===== config.mk =====
export PLATFORM = sky130hd
export DESIGN_NAME = fdlp_port
export DESIGN_NICKNAME = d
export VERILOG_FILES = /design/src/rtl/fdlp_pkg.sv /design/src/rtl/fdlp_buf.sv /design/src/rtl/fdlp_port.sv
export SDC_FILE = /design/constraint.sdc
export NUM_CORES = 1
export LEC_CHECK = 0
export ABC_AREA = 1
export BUFFER_PORTS_ARGS = -buffer_cell sky130_fd_sc_hd__buf_2
export CORE_UTILIZATION = 50
export DETAILED_ROUTE_END_ITERATION = 12
export HOLD_SLACK_MARGIN = 0.12
export PLACE_DENSITY = 0.75
export SYNTH_ARGS = -nofsm -noshare
export SYNTH_HDL_FRONTEND = slang
export SYNTH_HIERARCHICAL = 1
export SYNTH_SLANG_ARGS = --single-unit

===== constraint.sdc =====
create_clock -name clock -period 3.55 [get_ports clock]
set_clock_uncertainty 0.2 [all_clocks]
set_input_delay 0.5325 -clock clock [delete_from_list [all_inputs] [get_ports clock]]
set_output_delay 0.5325 -clock clock [all_outputs]
set_load 0.005 [all_outputs]

===== src/rtl/fdlp_pkg.sv =====
package fdlp_pkg;
    // line timing
    localparam int unsigned CLK_MHZ          = 100;
    localparam int unsigned E1_LINE_KHZ      = 2048;
    localparam int unsigned T1_LINE_KHZ      = 1544;
    localparam int unsigned E1_FRAME_BITS    = 256;
    localparam int unsigned T1_FRAME_BITS    = 193;
    localparam int unsigned MF_FRAMES        = 16;
    localparam int unsigned T1_MF_FRAMES     = 12;
    localparam int unsigned FRAME_CNT_W      = 9;
    localparam int unsigned MF_CNT_W         = 4;
    localparam int unsigned BUF_DEPTH        = 2;
    // data-link rate select codes: 4, 8, 12, 16, 20 kHz = 1..5 bits per odd frame
    localparam logic [2:0]  DL_RATE_4K       = 3'h0;
    localparam logic [2:0]  DL_RATE_20K      = 3'h4;
    localparam logic [2:0]  DL_FIRST_BIT_E1  = 3'h3;
    localparam logic [8:0]  T1_DL_SLOT_BIT   = 9'h000;

    typedef enum logic [1:0] {
        FDLP_RX_SPLIT = 2'h0,
        FDLP_RX_NRZ   = 2'h1
    } fdlp_rx_fmt_t;

    typedef struct packed {
        logic         e1_mode;
        logic         nrz;
        logic         rx_nrz;
        logic         frame_pulse_sel;
        logic         crc_mf;
        logic [2:0]   dl_rate;
    } fdlp_cfg_t;

    typedef struct packed {
        logic         bit_val;
        logic         dl_bit;
    } fdlp_rx_word_t;
endpackage


===== src/rtl/fdlp_buf.sv =====
`timescale 1ns/1ns
`default_nettype none
module fdlp_buf #(
    parameter int unsigned WIDTH = 2,
    parameter int unsigned DEPTH = 2
) (
    // clock and reset
    input  wire logic             clock,
    input  wire logic             rst_n,
    // fill side
    input  wire logic             in_valid,
    output logic                  in_ready,
    input  wire logic [WIDTH-1:0] in_data,
    // drain side
    output logic                  out_valid,
    input  wire logic             out_ready,
    output logic [WIDTH-1:0]      out_data
);
    localparam int unsigned AW = (DEPTH > 1) ? $clog2(DEPTH) : 1;
    logic [WIDTH-1:0] mem_q [DEPTH];
    logic [AW-1:0]    wp_q, wp_d, rp_q, rp_d;
    logic [AW:0]      cnt_q, cnt_d;
    logic             wr, rd;

    assign in_ready  = (cnt_q < (AW+1)'(DEPTH));
    assign out_valid = (cnt_q != '0);
    assign wr        = in_valid && in_ready;
    assign rd        = out_valid && out_ready;
    assign out_data  = mem_q[rp_q];

    always_comb begin
        wp_d  = wp_q;
        rp_d  = rp_q;
        cnt_d = cnt_q;
        if (wr) begin
            wp_d = (wp_q == AW'(DEPTH-1)) ? '0 : wp_q + 1'b1;
        end
        if (rd) begin
            rp_d = (rp_q == AW'(DEPTH-1)) ? '0 : rp_q + 1'b1;
        end
        cnt_d = cnt_q + (AW+1)'(wr) - (AW+1)'(rd);
    end

    always_ff @(posedge clock or negedge rst_n) begin
        if (!rst_n) begin
            wp_q  <= '0;
            rp_q  <= '0;
            cnt_q <= '0;
            for (int i = 0; i < DEPTH; i++) begin
                mem_q[i] <= '0;
            end
        end else begin
            wp_q  <= wp_d;
            rp_q  <= rp_d;
            cnt_q <= cnt_d;
            if (wr) begin
                mem_q[wp_q] <= in_data;
            end
        end
    end
endmodule
`default_nettype wire


===== src/rtl/fdlp_port.sv =====
// Function
// - nrz selected: data on rail a at line clock rise, rail b idle
// - nrz off: rails a and b complementary dual-rail, updated on line clock rise
// - gapped link clock from line clock, 4 to 20 kHz selectable in e1, 4 kHz only in t1
// - received data stream out, changing on line clock rising edge
// - falling edge on align input sets transmit multiframe boundary, signalling or crc
// - align input held high: multiframe timing runs free
// - receive takes split-phase unipolar on both inputs or nrz on positive
// - line clock recovered from received signal and clocks in receive data
// - frame pulse select: positive pulse on first transmitted bit of frame
`timescale 1ns/1ns
`default_nettype none
module fdlp_port (
    // clock and reset
    input  wire logic           clock,
    input  wire logic           rst_n,
    // configuration
    input  wire fdlp_pkg::fdlp_cfg_t cfg,
    // transmit data from framer
    input  wire logic           tx_bit,
    output logic                tx_bit_taken,
    // line pins
    input  wire logic           rx_line_positive,
    input  wire logic           rx_line_negative,
    input  wire logic           tx_multiframe_align_n,
    output logic                tx_rail_a,
    output logic                tx_rail_b,
    output logic                extracted_clock,
    output logic                boundary_pulse_out,
    // data link pins
    output logic                rx_link_gapped_clock,
    output logic                rx_link_serial_out,
    // receiver stall
    input  wire logic           rx_link_ready,
    output logic                rx_overrun
);
    import fdlp_pkg::*;

    // three-stage synchronisers on pins; stage 1 feeds only stage 2
    logic [2:0] sp_q, sn_q, sa_q;
    logic       pos_s, neg_s, aln_n_s, pos_prev_q, neg_prev_q;
    always_ff @(posedge clock or negedge rst_n) begin
        if (!rst_n) begin
            sp_q <= '0;
            sn_q <= '0;
            sa_q <= 3'h7;
        end else begin
            sp_q <= {sp_q[1:0], rx_line_positive};
            sn_q <= {sn_q[1:0], rx_line_negative};
            sa_q <= {sa_q[1:0], tx_multiframe_align_n};
        end
    end
    // a change counts once stages two and three agree
    logic pos_f_q, neg_f_q, aln_f_q;
    always_ff @(posedge clock or negedge rst_n) begin
        if (!rst_n) begin
            pos_f_q <= 1'b0;
            neg_f_q <= 1'b0;
            aln_f_q <= 1'b1;
        end else begin
            if (sp_q[1] == sp_q[2]) pos_f_q <= sp_q[2];
            if (sn_q[1] == sn_q[2]) neg_f_q <= sn_q[2];
            if (sa_q[1] == sa_q[2]) aln_f_q <= sa_q[2];
        end
    end
    assign pos_s   = pos_f_q;
    assign neg_s   = neg_f_q;
    assign aln_n_s = aln_f_q;

    // line clock recovery: nco at line rate, phase reset on data transitions
    localparam int unsigned PH_W = 16;
    localparam logic [PH_W-1:0] E1_INC = PH_W'((E1_LINE_KHZ * 65536) / (CLK_MHZ * 1000));
    localparam logic [PH_W-1:0] T1_INC = PH_W'((T1_LINE_KHZ * 65536) / (CLK_MHZ * 1000));
    logic [PH_W-1:0] ph_q, ph_d;
    logic            edge_seen, line_rise, line_fall;
    assign edge_seen = (pos_s != pos_prev_q) || (!cfg.rx_nrz && (neg_s != neg_prev_q));
    always_comb begin
        ph_d = ph_q + (cfg.e1_mode ? E1_INC : T1_INC);
        if (edge_seen) begin
            ph_d = {2'b01, {(PH_W-2){1'b0}}};
        end
    end
    always_ff @(posedge clock or negedge rst_n) begin
        if (!rst_n) begin
            ph_q       <= '0;
            pos_prev_q <= 1'b0;
            neg_prev_q <= 1'b0;
        end else begin
            ph_q       <= ph_d;
            pos_prev_q <= pos_s;
            neg_prev_q <= neg_s;
        end
    end
    assign line_rise = !ph_q[PH_W-1] && ph_d[PH_W-1] && !edge_seen;
    assign line_fall = ph_q[PH_W-1] && !ph_d[PH_W-1];

    // receive bit decode and frame/multiframe counters
    logic                   rx_bit;
    logic [FRAME_CNT_W-1:0] bit_q, bit_d, frame_len;
    logic [MF_CNT_W-1:0]    mf_q, mf_d, mf_len;
    logic                   aln_prev_q, aln_fall;
    // split phase: a mark on either rail is a one; nrz uses positive only
    assign rx_bit    = cfg.rx_nrz ? pos_s : (pos_s | neg_s);
    assign frame_len = cfg.e1_mode ? FRAME_CNT_W'(E1_FRAME_BITS - 1)
                                   : FRAME_CNT_W'(T1_FRAME_BITS - 1);
    assign mf_len    = cfg.e1_mode ? MF_CNT_W'(MF_FRAMES - 1) : MF_CNT_W'(T1_MF_FRAMES - 1);
    assign aln_fall  = aln_prev_q && !aln_n_s;

    always_comb begin
        bit_d = bit_q;
        mf_d  = mf_q;
        if (line_rise) begin
            // a mode change can leave the count past the shorter frame
            if (bit_q >= frame_len) begin
                bit_d = '0;
                mf_d  = (mf_q == mf_len) ? '0 : mf_q + 1'b1;
            end else begin
                bit_d = bit_q + 1'b1;
            end
        end
        if (aln_fall) begin
            bit_d = '0;
            mf_d  = '0;
        end
    end

    // data link bit select: e1 uses sa bits 4..8 of odd frames, t1 bit 0 of odd frames
    logic       dl_slot;
    logic [2:0] sa_idx;
    assign sa_idx  = bit_q[2:0] - DL_FIRST_BIT_E1;
    assign dl_slot = mf_q[0] && (cfg.e1_mode
                     ? (bit_q[FRAME_CNT_W-1:3] == '0 && bit_q[2:0] >= DL_FIRST_BIT_E1
                        && sa_idx <= cfg.dl_rate)
                     : (bit_q == T1_DL_SLOT_BIT && cfg.dl_rate == DL_RATE_4K));

    // received link bits pass the buffer; ready stalls drop into an overrun flag
    fdlp_rx_word_t in_w, out_w;
    logic          in_v, in_rdy, out_v, out_rdy, ovr_q, ovr_d;
    assign in_w    = '{bit_val: rx_bit, dl_bit: dl_slot};
    assign in_v    = line_rise;
    assign out_rdy = rx_link_ready && line_rise;
    fdlp_buf #(.WIDTH($bits(fdlp_rx_word_t)), .DEPTH(BUF_DEPTH)) u_buf (
        .clock     (clock),
        .rst_n     (rst_n),
        .in_valid  (in_v),
        .in_ready  (in_rdy),
        .in_data   (in_w),
        .out_valid (out_v),
        .out_ready (out_rdy),
        .out_data  (out_w)
    );
    assign ovr_d = ovr_q | (in_v && !in_rdy);

    // outputs launched from the line clock rising instant; gapped clock rises and extracted clock falls at line fall
    logic ta_q, ta_d, tb_q, tb_d, rd_q, rd_d, gc_q, gc_d, bp_q, bp_d, xc_q, xc_d;
    logic ls_q, ls_d;
    always_comb begin
        ta_d = ta_q;
        tb_d = tb_q;
        rd_d = rd_q;
        gc_d = gc_q;
        bp_d = bp_q;
        ls_d = ls_q;
        xc_d = line_rise ? 1'b1 : (line_fall ? 1'b0 : xc_q);
        if (line_rise) begin
            if (cfg.nrz) begin
                ta_d = tx_bit;
                tb_d = 1'b0;
            end else begin
                ta_d = tx_bit;
                tb_d = !tx_bit;
            end
            bp_d = cfg.frame_pulse_sel && (bit_q == '0);
        end
        if (line_rise && out_v) begin
            rd_d = out_w.bit_val;
            ls_d = out_w.dl_bit;
        end
        // rising at mid-bit gives the receiver settled data to clock in
        if (line_rise) begin
            gc_d = 1'b0;
        end else if (line_fall) begin
            gc_d = ls_q;
        end
    end
    always_ff @(posedge clock or negedge rst_n) begin
        if (!rst_n) begin
            ta_q       <= 1'b0;
            tb_q       <= 1'b0;
            rd_q       <= 1'b0;
            gc_q       <= 1'b0;
            bp_q       <= 1'b0;
            xc_q       <= 1'b0;
            ls_q       <= 1'b0;
            bit_q      <= '0;
            mf_q       <= '0;
            aln_prev_q <= 1'b1;
            ovr_q      <= 1'b0;
        end else begin
            ta_q       <= ta_d;
            tb_q       <= tb_d;
            rd_q       <= rd_d;
            gc_q       <= gc_d;
            bp_q       <= bp_d;
            xc_q       <= xc_d;
            ls_q       <= ls_d;
            bit_q      <= bit_d;
            mf_q       <= mf_d;
            aln_prev_q <= aln_n_s;
            ovr_q      <= ovr_d;
        end
    end

    assign tx_rail_a            = ta_q;
    assign tx_rail_b            = tb_q;
    assign rx_link_serial_out   = rd_q;
    assign rx_link_gapped_clock = gc_q; // rise sits mid-bit on the data
    assign boundary_pulse_out   = bp_q;
    assign extracted_clock      = xc_q;
    assign tx_bit_taken         = line_rise;
    assign rx_overrun           = ovr_q;

    // gapped clock low while no link bit is selected
    property p_gc_low;
        @(posedge clock) disable iff (!rst_n)
        rx_link_gapped_clock |-> (ls_q && !extracted_clock);
    endproperty
    a_gc_low: assert property (p_gc_low) else $error("gapped clock high off slot");

    property p_nrz;
        @(posedge clock) disable iff (!rst_n)
        (line_rise && cfg.nrz) |=> (tx_rail_a == $past(tx_bit) && !tx_rail_b);
    endproperty
    a_nrz: assert property (p_nrz) else $error("nrz rail wrong");

    property p_dual;
        @(posedge clock) disable iff (!rst_n)
        (line_rise && !cfg.nrz) |=> (tx_rail_b == !tx_rail_a);
    endproperty
    a_dual: assert property (p_dual) else $error("rails not complementary");

    property p_align;
        @(posedge clock) disable iff (!rst_n)
        aln_fall |=> (bit_q == '0 && mf_q == '0);
    endproperty
    a_align: assert property (p_align) else $error("align ignored");

    property p_rxd_hold;
        @(posedge clock) disable iff (!rst_n)
        !$past(line_rise) |-> $stable(rx_link_serial_out);
    endproperty
    a_rxd_hold: assert property (p_rxd_hold) else $error("rx data moved off edge");

    property p_fp;
        @(posedge clock) disable iff (!rst_n)
        (line_rise && !cfg.frame_pulse_sel) |=> !boundary_pulse_out;
    endproperty
    a_fp: assert property (p_fp) else $error("frame pulse while unselected");

    property p_rise;
        @(posedge clock) disable iff (!rst_n)
        line_rise |=> extracted_clock;
    endproperty
    a_rise: assert property (p_rise) else $error("line clock not high after rise");

    property p_free;
        @(posedge clock) disable iff (!rst_n)
        (aln_n_s && line_rise && bit_q < frame_len) |=> (bit_q == $past(bit_q) + 1'b1);
    endproperty
    a_free: assert property (p_free) else $error("free-run count broke");
endmodule
`default_nettype wire


; ---- Word-level counts from Yosys, hierarchy flattened
; Cells that the tools add are included.
[op_classes]
addsub = 8
n_lt_le_gt_ge = 7
n_eq_ne = 6
n_mux = 26
bitwise_logic = 4
reduce_logical = 32
[op_table]
columns = op, n
row1 = two-way mux 9 bit, 3
row2 = adder 16 x 11 -> 16 bit, 1
row3 = logical AND 1 bit, 16
row4 = two-way mux 16 bit, 1
row5 = two-way mux 4 bit, 4
row6 = two-way mux 11 bit, 1
row7 = adder 9 x 1 -> 9 bit (second input constant), 1
row8 = >= comparator 9 x 8 -> 1 bit, 1
row9 = zero test 9 bit, 1
row10 = two-way mux 1 bit, 9
row11 = two-way mux 2 bit, 4
row12 = nonzero test 2 bit, 4
row13 = zero test 1 bit, 7
row14 = zero test 6 bit, 1
row15 = two-way mux 6 bit, 1
row16 = adder 4 x 1 -> 4 bit (second input constant), 1
row17 = bitwise mux 4 bit, 1
row18 = == test 4 bit, 1
row19 = >= comparator 2 bit (second input constant), 2
row20 = NOT 1 -> 2 bit, 2
row21 = == test 1 bit, 3
row22 = >= comparator 3 x 2 -> 1 bit (second input constant), 1
row23 = less-or-equal comparator 3 bit, 1
row24 = zero test 3 bit, 1
row25 = 12 further kinds, 15
[word_totals]
register_bits = 60
input_bits = 15
output_inout_bits = 8
elab_cells = 108

; ---- Logic depth before layout (Yosys ltp)
[logic_depth]
depth_word = 9
depth_mapped = 16
mapped_depth_nobuf = 16

; ---- Modules after synthesis
; Netlist, hierarchy kept.
[modules_own_cells]
columns = module, n_inst, cells_per_inst, area_each_um2, seq_area_each_um2
row1 = fdlp_port, 1, 355, 2941.6, 1307.5
row2 = fdlp_buf, 1, 44, 386.6, 200.2

; ---- Least setup slack after synthesis
; No wires, ideal clock.
[synth_path]
path_type = input port to flip-flop
startpoint = in cfg[7] (netlist bit)
endpoint = reg u_buf.cnt_q[1]
setup_time_ns = 0.117
t_arrival_ns = 2.373
required_time_ns = 3.233
path_slack_ns = 0.861
cell_stages = 16
path_buffers = 0
cell_sequence = inv_1 ha_1 nand2_1 nand2_1 a21oi_1 nand2_2 nand2_2 nand2_4 nand3_2 clkinv_2 nand2_2 xor2_1 ha_1 inv_1 nand2_1 nand2_1
[synth_via]
elab_chain_len = 8
word_cells_on_any_way = 10
classes_between = 3 x add/sub / 2 x mux / 5 x reduce/logical
[synth_lines]
columns = element, line
row1 = "start, declared", fdlp_port.sv:18  ; input wire fdlp_pkg::fdlp_cfg_t cfg,
row2 = two-way mux 11 bit *, fdlp_port.sv:78  ; ph_d = ph_q + (cfg.e1_mode ? E1_INC : T1_INC);
row3 = adder 16 x 11 -> 16 bit *, fdlp_port.sv:78
row4 = two-way mux 16 bit *, fdlp_port.sv:79  ; if (edge_seen) begin
row5 = logical AND 1 bit * (2 in a row), fdlp_port.sv:94  ; assign line_rise = !ph_q[PH_W-1] && ph_d[PH_W-1] && !edge_seen;
row6 = named net tx_bit_taken, fdlp_port.sv:21  ; output logic tx_bit_taken,
row7 = "logical AND 1 bit, on equally long branches", "fdlp_buf.sv:27, fdlp_port.sv:141"
row8 = adder 2 x 1 -> 2 bit or logical AND 1 bit (tied branches), "fdlp_buf.sv:41, fdlp_buf.sv:28"
row9 = subtractor 2 x 1 -> 2 bit *, fdlp_buf.sv:41  ; cnt_d = cnt_q + (AW+1)'(wr) - (AW+1)'(rd);
row10 = named net u_buf.cnt_d[1], fdlp_buf.sv:22  ; logic [AW:0] cnt_q, cnt_d;
row11 = "end signal, assigned", fdlp_buf.sv:55  ; cnt_q <= cnt_d;
row12 = "end, declared", fdlp_buf.sv:22
; Mark *: on every way through the listed nets, which the timed path passes. The rest lies on a longest branch.
; A chain may end at the register's enable or synchronous reset.

; ---- Worst setup path in the final report
[layout_path]
startpoint = in cfg[7] (netlist bit)
endpoint = out tx_bit_taken
[layout_via]
elab_chain_len = 5
[layout_lines]
columns = element, line
row1 = two-way mux 11 bit, fdlp_port.sv:78
row2 = adder 16 x 11 -> 16 bit, fdlp_port.sv:78
row3 = two-way mux 16 bit, fdlp_port.sv:79
row4 = logical AND 1 bit (2 in a row), fdlp_port.sv:94
row5 = "end, declared", fdlp_port.sv:21
; Every way passes these cells.

==> results.txt <==
CTS clk-pin slew, worst paths: 0.06 ns
die width: 83.6 um
post-synth cell types: 38
leak pwr: 1.93 nW
final wirelength: 6500 um
Syn Area/Cell: 8.34 sq um
Post-Syn Nets: 437
I/O pin count: 23
CTS buffer count: 9
GPL Wtd Cong: 0.808
routed length per instance: 12.6 um
commonest non-fill, non-tap cell in the layout: nand2_1
first-pass GRT wire length: 11400 um
CTS H-Tree Depth: 3
MaxCap Viol Count: 0
worst hold path type: reg2reg
vias in the first global route: 2599
core area: 6390 sq um
Critical Path AT: 2.40 ns
Setup TNS Final: 0 ns
synthesis-to-layout area growth: 14.2%
Final period util: 0.883
Max Slew Vio Count: 0
Seq cells post-synth: 60
CTS sink count: 60
mapped cell area: 3330 sq um
yosys warns: 6
die area: 6990 sq um
Worst Path Required: 2.82 ns
setup bufs post-CTS: 0
Worst path max stage delay: 0.39 ns
CP max stage cell: ha_1
Fmax: 319 MHz
Worst setup EP type: output pin
DRC: 0
ANT cells: 0
minimum clock period: 3.14 ns
Setup Viol. Count Final: 0
pin count of the biggest net entering global routing: 33
antenna violations before repair: 0
share of layout cells above drive strength 1: 0.150
DR iter-0 viols: 156
unrepaired setup endpoints after global routing: false
WS Path Type: in2out
CP cell instances: buf_2, inv_1, ha_1, nand2_1, nand2_1, a21oi_1, nand2_2, nand2_2, nand2_4, nand3_2, clkinv_2, buf_2
Clock Latency Late Sink: 0.34 ns
Std-Cell Rows: 29
CTS Buffer Depth: 2
Pwr per Cell Area: 554 nW/um^2
cts-stage hold buffer count: 4
Worst-Margin Slew: 0.743 ns
DR vias/cell: 5.19
Cells after Synth: 399
all-layer global routing usage: 0.205
Root Buffer: clkbuf_8
final hold vios: 0
grt total ovfl: 0
Via Count: 2681
CP max FO: 11
final net count: 473
most frequent cells in the layout: 100 x nand2_1, 55 x dfrtp_1, 42 x inv_1, 36 x nor2_1, 29 x nand3_1
antenna viol nets, final: 0
Final HPWL DP: 4570 um
worst IR drop on VDD: 0.327 mV
Slew HR: 0.505
CTS tree: done
status: completed
CP startpoint kind: input port
Starting Density: 0.521
port buffer count: 21
CTS resizes: 0
Pwr Total: 2.11 mW
die height: 83.6 um
register area share after synthesis: 0.453
TritonRoute pass-1 iters: 4
[cells by family (layout without fill, tap and decap cells)]
family / Yosys count / after routing / share of synthesized area
xor gates and xnor gates: 12 / 12 / 0.0316
and+or+nand+nor: 198 / 198 / 0.268
buffers and inverters: 49 / 90 / 0.0571
adders and majority gates: 26 / 26 / 0.0955
AOI/OAI and AO/OA: 54 / 54 / 0.0951
DFF: 60 / 60 / 0.453
[per-stage QoR]
step           std cells  cell area, sq um  utilization  hold slack, ns  setup WS (ns)
6_report             517              3800        0.595           0.155          0.414
5_1_grt              517              3800        0.595           0.168          0.252
4_1_cts              517              3800        0.595           0.156          0.408
3_5_place_dp         497              3530        0.553           0.136          0.342
3_3_place_gp         497              3530        0.553           0.141          0.394
2_1_floorplan        399              3330            -          0.0369          0.861
[metal layers]
layer | global-route usage | up-vias | wire length, um
met1 | 0.273 | 1262 | 3170
met2 | 0.332 | 33 | 3080
li1 | - | 1378 | -
met3 | 0.0406 | 8 | 154
met4 | 0.0801 | 0 | 87
met5 | 0 | - | 0
[cell usage after synthesis]
cell type,instances,area [sq um]
nor3_1,9,45.0
nand3_4,1,17.5
nand3b_1,3,22.5
inv_4,1,6.26
o21ai_2,3,26.3
maj3_1,3,30.0
inv_1,42,158
nor4_1,1,6.26
xor2_1,7,61.3
dfrtp_1,55,1380
o211ai_1,1,7.51
nand3_1,29,145
o21bai_1,2,15.0
o21a_1,1,7.51
xnor2_1,5,43.8
nand4_1,5,31.3
dfstp_2,5,131
o21ai_0,20,100
a21boi_0,2,15.0
nand2_2,3,18.8
or2_4,1,8.76
inv_2,2,7.51
or2_2,2,12.5
a31oi_4,1,21.3
or2_1,1,6.26
nand2_4,3,33.8
nand3_2,2,20.0
clkinv_1,1,3.75
nor2_2,2,12.5
buf_2,2,10.0
a21oi_1,21,105
o21ai_1,1,5.00
nor2_1,36,135
nand2_1,100,375
clkinv_2,1,5.00
a31oi_1,1,6.26
ha_1,23,288
a21o_1,1,7.51
[state kept, by name, summed over array words and instances, names as in the netlist, 2 cells and up]
name / cells
sn_q: 3
u_buf/cnt_q: 2
bit_q: 9
sp_q: 3
ph_q: 16
mf_q: 4
sa_q: 3
u_buf/mem_q: 4
[worst max-delay path, delay by kind of cell]
family	cells	cell delay (ns)
adder cells (fa/ha/maj)	1	0.39
buffers and inverters	4	0.74
AO/OA/AOI/OAI	1	0.16
AND/OR/NAND/NOR	6	0.57
[final cells by class]
cell class,count,area [sq um]
Timing Repair Buffer,27,160
Multi-Input combinational cell,290,1630
Clock buffer,10,138
Inverter,47,180
Tap cell,77,96.3
Fill cell,555,2590
Sequential cell,60,1510
Clock inverter,6,87.6
[final timing paths]
kind	slack, ns	endpoint	from	cells after the start
max in group asynchronous	1.66	sa_q[1]	rst_n	3
worst max-delay path	0.41	tx_bit_taken	cfg[7]	12
worst min-delay path	0.16	sa_q[1]	sa_q[0]	0
worst min register to register	0.16	sa_q[1]	sa_q[0]	0
min in group asynchronous	0.59	bit_q[7]	rst_n	2
worst max register to register	0.99	u_buf/cnt_q[1]	ph_q[6]	15
[where the power goes]
group	total (mW)	switching [mW]	internal, mW
combinational	0.565	0.354	0.211
sequential	0.841	0.0687	0.773
clock	0.698	0.286	0.413
(Power assumes the default switching activity.)
